[src/verilog/rst_src_params.svh]
/*
 Register map, field positions, reset values and timing counts of the
 reset source controller. Assumes a 10 MHz system clock.
*/
`ifndef RST_SRC_PARAMS_SVH
`define RST_SRC_PARAMS_SVH
`define CLK_MHZ 10
`define CAUSE_OFS 8'h00
`define WDT_CTL_OFS 8'h04
`define WDT_LIM_OFS 8'h08
`define B_PIN 0
`define B_SUP 1
`define B_MCD 2
`define B_SW 4
`define B_CMP 5
`define B_MEM 6
`define B_WDT_EN 0
`define B_WDT_KICK 1
`define POR_DLY_US 100
`define POR_DLY_CYC (`POR_DLY_US * `CLK_MHZ)
`define RST_HOLD_NS 400
`define RST_HOLD_CYC ((`RST_HOLD_NS * `CLK_MHZ + 999) / 1000)
`define MCD_US 100
`define MCD_CYC (`MCD_US * `CLK_MHZ)
`define WDT_DIV 12
`define WDT_LIM_RST 16'hffff
`define CODE_LIMIT 16'h0fff
`endif

[src/verilog/rst_src_pkg.sv]
/*
 Types of the reset source controller: sequencer phases, APB carriers
 and the state record. Assumes the params header for widths' meaning.
*/
package rst_src_pkg;
   typedef enum logic [1:0] {PH_POR, PH_HOLD, PH_PULSE, PH_RUN} phase_t;
   typedef struct packed {
      logic psel;
      logic penable;
      logic pwrite;
      logic [7:0] paddr;
      logic [31:0] pwdata;
   } apb_req_t;
   typedef struct packed {
      logic [31:0] prdata;
      logic pready;
      logic pslverr;
   } apb_rsp_t;
   typedef struct packed {
      phase_t ph;
      logic [15:0] cnt;
      logic [6:0] cause;
      logic hold_pin;
      logic vdd_en;
      logic mcd_en;
      logic cmp_en;
      logic wdt_en;
      logic [3:0] wdt_pre;
      logic [15:0] wdt_cnt;
      logic [15:0] wdt_lim;
      logic [15:0] mcd_cnt;
      logic mon_prev;
      logic core_rst;
      logic pin_out;
      logic pin_oe;
      apb_rsp_t rsp;
   } state_t;
endpackage : rst_src_pkg
[src/verilog/rst_src_ctrl.sv]
/*
 Reset source controller: merges supply, pin, clock loss, comparator,
 watchdog, code memory and software resets into one core reset and
 records the cause. Assumes synchronous inputs and an APB master.
*/
// Chosen here: the register addresses and the APB slave port.
`timescale 1ns/1ns
`include "rst_src_params.svh"

module rst_src_ctrl (
   input wire logic clk_sys,
   input wire logic rst_b,
   input rst_src_pkg::apb_req_t apb_req,
   output rst_src_pkg::apb_rsp_t apb_rsp,
   input wire logic supply_low,
   input wire logic pin_rst_in_b,
   output logic pin_rst_out,
   output logic pin_rst_oe,
   input wire logic clk_mon,
   input wire logic cmp_pos_below,
   input wire logic code_acc,
   input wire logic [15:0] code_addr,
   output logic core_rst
);
   rst_src_pkg::state_t r_r, r_nxt;
   logic [6:0] src;
   logic run, setup, wr, wr_cause, wr_ctl, wr_lim, wdt_exp;

   function automatic logic [6:0] first_src(input logic [6:0] s);
      first_src = '0;
      if (s[`B_SUP]) first_src[`B_SUP] = 1'b1;
      else if (s[`B_PIN]) first_src[`B_PIN] = 1'b1;
      else if (s[`B_MCD]) first_src[`B_MCD] = 1'b1;
      else if (s[`B_CMP]) first_src[`B_CMP] = 1'b1;
      else if (s[`B_MEM]) first_src[`B_MEM] = 1'b1;
      else if (s[`B_SW]) first_src[`B_SW] = 1'b1;
   endfunction : first_src

   ////////////////////////////////////////////////////////////////////////////
   // Bus decode and reset requests
   assign run = (r_r.ph == rst_src_pkg::PH_RUN);
   assign setup = apb_req.psel & ~apb_req.penable;
   assign wr = apb_req.psel & apb_req.penable & r_r.rsp.pready & apb_req.pwrite & run;
   assign wr_cause = wr & (apb_req.paddr == `CAUSE_OFS);
   assign wr_ctl = wr & (apb_req.paddr == `WDT_CTL_OFS);
   assign wr_lim = wr & (apb_req.paddr == `WDT_LIM_OFS);
   assign wdt_exp = r_r.wdt_en & (r_r.wdt_cnt >= r_r.wdt_lim);
   assign src[`B_SUP] = r_r.vdd_en & supply_low;
   assign src[`B_PIN] = ~pin_rst_in_b;
   assign src[`B_MCD] = r_r.mcd_en & (r_r.mcd_cnt >= 16'(`MCD_CYC));
   assign src[3] = 1'b0;
   assign src[`B_SW] = wr_cause & apb_req.pwdata[`B_SW];
   assign src[`B_CMP] = (r_r.cmp_en & cmp_pos_below) | wdt_exp;
   assign src[`B_MEM] = code_acc & (code_addr > `CODE_LIMIT);

   ////////////////////////////////////////////////////////////////////////////
   // Next state
   always_comb begin
      r_nxt = r_r;
      r_nxt.rsp.pready = 1'b0;
      r_nxt.rsp.pslverr = 1'b0;
      r_nxt.mon_prev = clk_mon;
      if (setup) begin
         r_nxt.rsp.pready = 1'b1;
         unique case (apb_req.paddr)
            `CAUSE_OFS: r_nxt.rsp.prdata = {25'h0, r_r.cause};
            `WDT_CTL_OFS: r_nxt.rsp.prdata = {31'h0, r_r.wdt_en};
            `WDT_LIM_OFS: r_nxt.rsp.prdata = {16'h0, r_r.wdt_lim};
            default: begin
               r_nxt.rsp.prdata = 32'h0;
               r_nxt.rsp.pslverr = 1'b1;
            end
         endcase
      end
      // One-shot retriggered by every edge of the watched clock
      if (!r_r.mcd_en || clk_mon != r_r.mon_prev) begin
         r_nxt.mcd_cnt = 16'h0;
      end else if (r_r.mcd_cnt < 16'(`MCD_CYC)) begin
         r_nxt.mcd_cnt = r_r.mcd_cnt + 16'h1;
      end
      unique case (r_r.ph)
         rst_src_pkg::PH_POR: begin
            if (r_r.cnt == 16'h0) begin
               r_nxt.ph = rst_src_pkg::PH_RUN;
               r_nxt.core_rst = 1'b0;
            end else begin
               r_nxt.cnt = r_r.cnt - 16'h1;
            end
         end
         rst_src_pkg::PH_HOLD: begin
            if (!(r_r.hold_pin ? src[`B_PIN] : src[`B_SUP])) begin
               // Short settle only, never the power-on delay
               r_nxt.ph = rst_src_pkg::PH_PULSE;
               r_nxt.cnt = 16'(`RST_HOLD_CYC - 1);
               r_nxt.pin_oe = 1'b0;
               if (r_r.hold_pin) r_nxt.cause = 7'h1 << `B_PIN;
            end
         end
         rst_src_pkg::PH_PULSE: begin
            if (r_r.cnt == 16'h0) begin
               r_nxt.ph = rst_src_pkg::PH_RUN;
               r_nxt.core_rst = 1'b0;
            end else begin
               r_nxt.cnt = r_r.cnt - 16'h1;
            end
         end
         rst_src_pkg::PH_RUN: begin
            if (r_r.wdt_en) begin
               if (r_r.wdt_pre == 4'(`WDT_DIV - 1)) begin
                  r_nxt.wdt_pre = 4'h0;
                  if (!wdt_exp) r_nxt.wdt_cnt = r_r.wdt_cnt + 16'h1;
               end else begin
                  r_nxt.wdt_pre = r_r.wdt_pre + 4'h1;
               end
            end
            if (wr_cause) begin
               if (apb_req.pwdata[`B_SUP]) r_nxt.vdd_en = 1'b1;
               r_nxt.mcd_en = apb_req.pwdata[`B_MCD];
               r_nxt.cmp_en = apb_req.pwdata[`B_CMP];
            end
            if (wr_ctl) begin
               r_nxt.wdt_en = apb_req.pwdata[`B_WDT_EN];
               if (apb_req.pwdata[`B_WDT_KICK]) r_nxt.wdt_cnt = 16'h0;
            end
            if (wr_lim) r_nxt.wdt_lim = apb_req.pwdata[15:0];
            if (src != 7'h0) begin
               // One merged reset; the first source wins the flag
               r_nxt.core_rst = 1'b1;
               r_nxt.cause = first_src(src);
               r_nxt.wdt_en = 1'b1;
               r_nxt.wdt_pre = 4'h0;
               r_nxt.wdt_cnt = 16'h0;
               r_nxt.mcd_en = 1'b0;
               r_nxt.cmp_en = 1'b0;
               // Supply monitor enable survives, including an enable written now
               if (src[`B_SUP] || src[`B_PIN]) begin
                  r_nxt.ph = rst_src_pkg::PH_HOLD;
                  r_nxt.hold_pin = ~src[`B_SUP];
                  r_nxt.pin_oe = src[`B_SUP];
                  // Pin flag only appears on leaving the reset
                  if (!src[`B_SUP]) r_nxt.cause = 7'h0;
               end else begin
                  r_nxt.ph = rst_src_pkg::PH_PULSE;
                  r_nxt.cnt = 16'(`RST_HOLD_CYC - 1);
               end
            end
         end
      endcase
   end

   ////////////////////////////////////////////////////////////////////////////
   // State register; data memory is never touched here
   always_ff @(posedge clk_sys or negedge rst_b) begin
      if (!rst_b) begin
         r_r <= '{ph: rst_src_pkg::PH_POR, cnt: 16'(`POR_DLY_CYC),
                  cause: 7'h1 << `B_SUP, wdt_en: 1'b1, wdt_lim: `WDT_LIM_RST,
                  core_rst: 1'b1, default: '0};
      end else begin
         r_r <= r_nxt;
      end
   end

   assign apb_rsp = r_r.rsp;
   assign core_rst = r_r.core_rst;
   assign pin_rst_out = r_r.pin_out;
   assign pin_rst_oe = r_r.pin_oe;
endmodule : rst_src_ctrl

[config.mk]
export PLATFORM = sky130hd
export DESIGN_NAME = rst_src_ctrl
export DESIGN_NICKNAME = d
export VERILOG_FILES = /design/src/verilog/rst_src_pkg.sv /design/src/verilog/rst_src_ctrl.sv
export VERILOG_INCLUDE_DIRS = /design/src /design/src/verilog
export SDC_FILE = /design/constraint.sdc
export NUM_CORES = 1
export LEC_CHECK = 0
export BUFFER_PORTS_ARGS = -buffer_cell sky130_fd_sc_hd__buf_2
export CORE_MARGIN = 2
export CORE_UTILIZATION = 30
export CTS_CLUSTER_SIZE = 16
export DETAILED_ROUTE_END_ITERATION = 6
export HOLD_SLACK_MARGIN = 0.03
export PLACE_DENSITY_LB_ADDON = 0.15
export SETUP_SLACK_MARGIN = 0.3
export SKIP_CTS_REPAIR_TIMING = 1
export SLEW_MARGIN = 20
export SYNTH_ARGS = -nofsm -noshare
export SYNTH_HDL_FRONTEND = slang
export SYNTH_SLANG_ARGS = --single-unit
[constraint.sdc]
create_clock -name clk_sys -period 3.5 [get_ports clk_sys]
set_input_delay 0.35 -clock clk_sys [delete_from_list [all_inputs] [get_ports clk_sys]]
set_output_delay 0.35 -clock clk_sys [all_outputs]
set_load 0.02 [all_outputs]
==> metrics.yaml <==
route.detailed.drc: 0
io_pins: 103
power_mw: 2.38
p_per_area_mw_per_mm2: 379
synth_edf_count: 0
place.gp.congestion: 0.789
vias: 4368
dp_cells: 843
slowest_delay_ps: 550
die_area_sq_mm: 0.0195
switching_share_pct: 22.2
cts_sinks: 102
grt-ovfl-total: 0
setup.worst_path.end_class: "flop"
dpl.hpwl_microns: 9760
yosys.area.top_type_share_pct: 34.8
finalClockSkew_ps: 8.11
ys_ff_latch: 102
netlist_instances: 577
max-cap-violations: 0
worst_slew_pin_slew_ps: 809
cp_num_buf_inv: 2
synth_area_leader_cell: "dfrtp_1"
maxSlewViolCount: 0
postSynthAreaPerCell_sq_um: 9.59
grt_pass1_vias: 4153
ctsRootBufferMaster: "clkbuf_16"
internal_power_mw: 1.85
finalCritPeriodShare_pct: 85.3
ys.flop_type: "dfrtp_1"
wl_per_cell_microns: 15.5
post-route-util_pct: 34.9
pwr-share-comb_pct: 3.8
maxSlewHeadroom_pct: 46.0
cts-htree-levels: 3
clkTransAtPathRegs_ps: 70
grt_pass1_wl_microns: 22200
worstPathCellList: "inv_1 -> ha_1 -> a21oi_1 -> o21bai_1 -> or2_2 -> o41a_1 -> nor2_1 -> nor3_4 -> inv_1 -> and2_1 -> a31oi_1"
cp_data_required_time_ps: 3730
dr.first_iter.drc_count: 360
syn2layout_area_growth_pct: 13.7
setup_violations: 0
crit_slowest_cell: "dfstp_2"
finalInstanceArea_sq_mm: 0.00629
syn-cell-area_sq_mm: 0.00553
grt_max_degree: 61
p_clk_share_pct: 46.6
path_class: "reg2reg"
cp.arrival_ps: 3210
leakage_nw: 2.77
pwr-share-seq_pct: 49.6
die_y_microns: 140
gr-usage-all-layers_pct: 14.1
fillers: 1842
core_region_area_sq_mm: 0.0180
hold_path.class: "in2async"
nNetsFinal: 712
crit_family: "simple AND/OR/NAND/NOR gates"
finalSetupTns_ps: 0
routed_via_density: 5.08
status: "complete, no violations"
place_area_sq_mm: 0.00596
final_common_cell: "dfrtp_1"
yosys_warnings: 0
instances_no_fill: 859
drive_gt1_share_pct: 22.7
async_flop_share_pct: 100
clock_path_buffers: 2
drtAntennaViolNets: 0
most-common-layout-cells: "dfrtp_1 (77), nand2_1 (65), buf_2 (56), nor2_1 (41), o21ai_0 (38)"
start_util_pct: 30.7
finalHoldViolCount: 0
cts_made_buffers: 9
clock.fmax_mhz: 335
clk_latency_ps: 360
cp-startpoint: "r_r[65]$_DFFE_PN1P_"
die_width_microns: 140
yosysUniqueCellTypes: 62
layout_min_cycle_time_ps: 2990
switchingPower_mw: 0.530
antenna_found_initial: 0
cp-start-kind: "flop"
netlist_top_cells_area: "dfrtp_1 (35%), dfstp_2 (12%), buf_4 (4.9%), ha_1 (4.7%), nand2_1 (4.4%)"
cts_tree: "built"
std_cell_rows: 49
ys_seq_area_share_pct: 46.7
diodes: 0
drt_wl_total_microns: 13400
ir_worst_vdd_uv: 222
drtPass1Iterations: 4
crit_top_cell: "inv_1"
reg2reg_from: "r_r[65]$_DFFE_PN1P_"
r2r_slack_ps: 510
cp_max_fo: 13
rsz0062_at_grt: "true"
io_buffer_count: 57
[power by group through the flow]
stage	registers (mW)	logic [mW]	clock network, mW
2_1_floorplan	1.21	0.0503	0
3_5_place_dp	1.21	0.0928	0
6_report	1.18	0.0904	1.11
3_3_place_gp	1.20	0.0919	0
4_1_cts	1.18	0.0927	1.15
5_1_grt	1.18	0.102	1.20
[cell families (layout without fill, tap and decap cells)]
family	Yosys count	after routing	synth area share, %
AOI/OAI and AO/OA	128	128	15.2
xor gates and xnor gates	7	7	1.11
adders and majority gates	21	21	4.75
buffers and inverters	83	120	8.18
DFF	102	102	46.7
muxes	23	23	4.52
other	1	17	0.0678
and+or+nand+nor	212	212	19.5
[per-layer routing]
metal	share of wire, %	vias to the layer above	track usage, %	routed length [microns]
li1	-	2111	-	-
met1	49	2143	20.5	6600
met2	44	99	20.8	5930
met3	4.8	15	3.10	636
met4	1.4	0	4.79	185
met5	0	-	0	0
[synth_stat cells, drive strengths merged (3+ instances only)]
master  number
nor3        14
nor4         6
inv         30
xnor2        3
o22ai        3
o211ai       4
nand2       65
nand4       10
mux2        16
a21o         3
a22o        12
mux2i        7
nand3       20
nand2b       4
or3          8
a21oi       24
and3        18
clkbuf      11
nor2        42
xor2         4
or2          5
or4          6
a32o         3
dfstp       25
buf         42
a31oi       19
ha          21
dfrtp       77
o31ai        4
and2         4
o21ai       39
a41oi        3
[cell type report]
class | count | area, sq um | share of cell area, %
Sequential cell | 102 | 2580 | 41.1
Clock inverter | 5 | 81.3 | 1.29
Timing Repair Buffer | 74 | 415 | 6.60
Inverter | 30 | 113 | 1.79
Clock buffer | 11 | 243 | 3.86
Multi-Input combinational cell | 408 | 2570 | 40.9
Tap cell | 229 | 287 | 4.55
[per-stage QoR]
stage / hold slack [ps] / setup slack [ps]
6_report: 75.0 / 513
5_1_grt: 114 / 289
4_1_cts: 105 / 485
3_5_place_dp: 451 / 523
3_3_place_gp: 447 / 523
2_1_floorplan: 54.4 / 746
[registers in the layout, indices dropped and copies added, names as in the netlist]
register / flops
r_r: 82
apb_rsp: 18
pin_rst_oe: 1
core_rst: 1
[path summary, 6_finish.rpt]
path                                   endpoint  cells past startpoint
max in group asynchronous   r_r[58]$_DFFE_PN1P_                      2
min                        r_r[102]$_DFFE_PN0P_                      1
max                        r_r[103]$_DFFE_PN0P_                     11
min reg2reg                 r_r[93]$_DFFE_PN0P_                      1
min in group clk_sys          r_r[37]$_DFF_PN0_                      1
max reg2reg                r_r[103]$_DFFE_PN0P_                     11
Power figures use the tool's default switching activity.
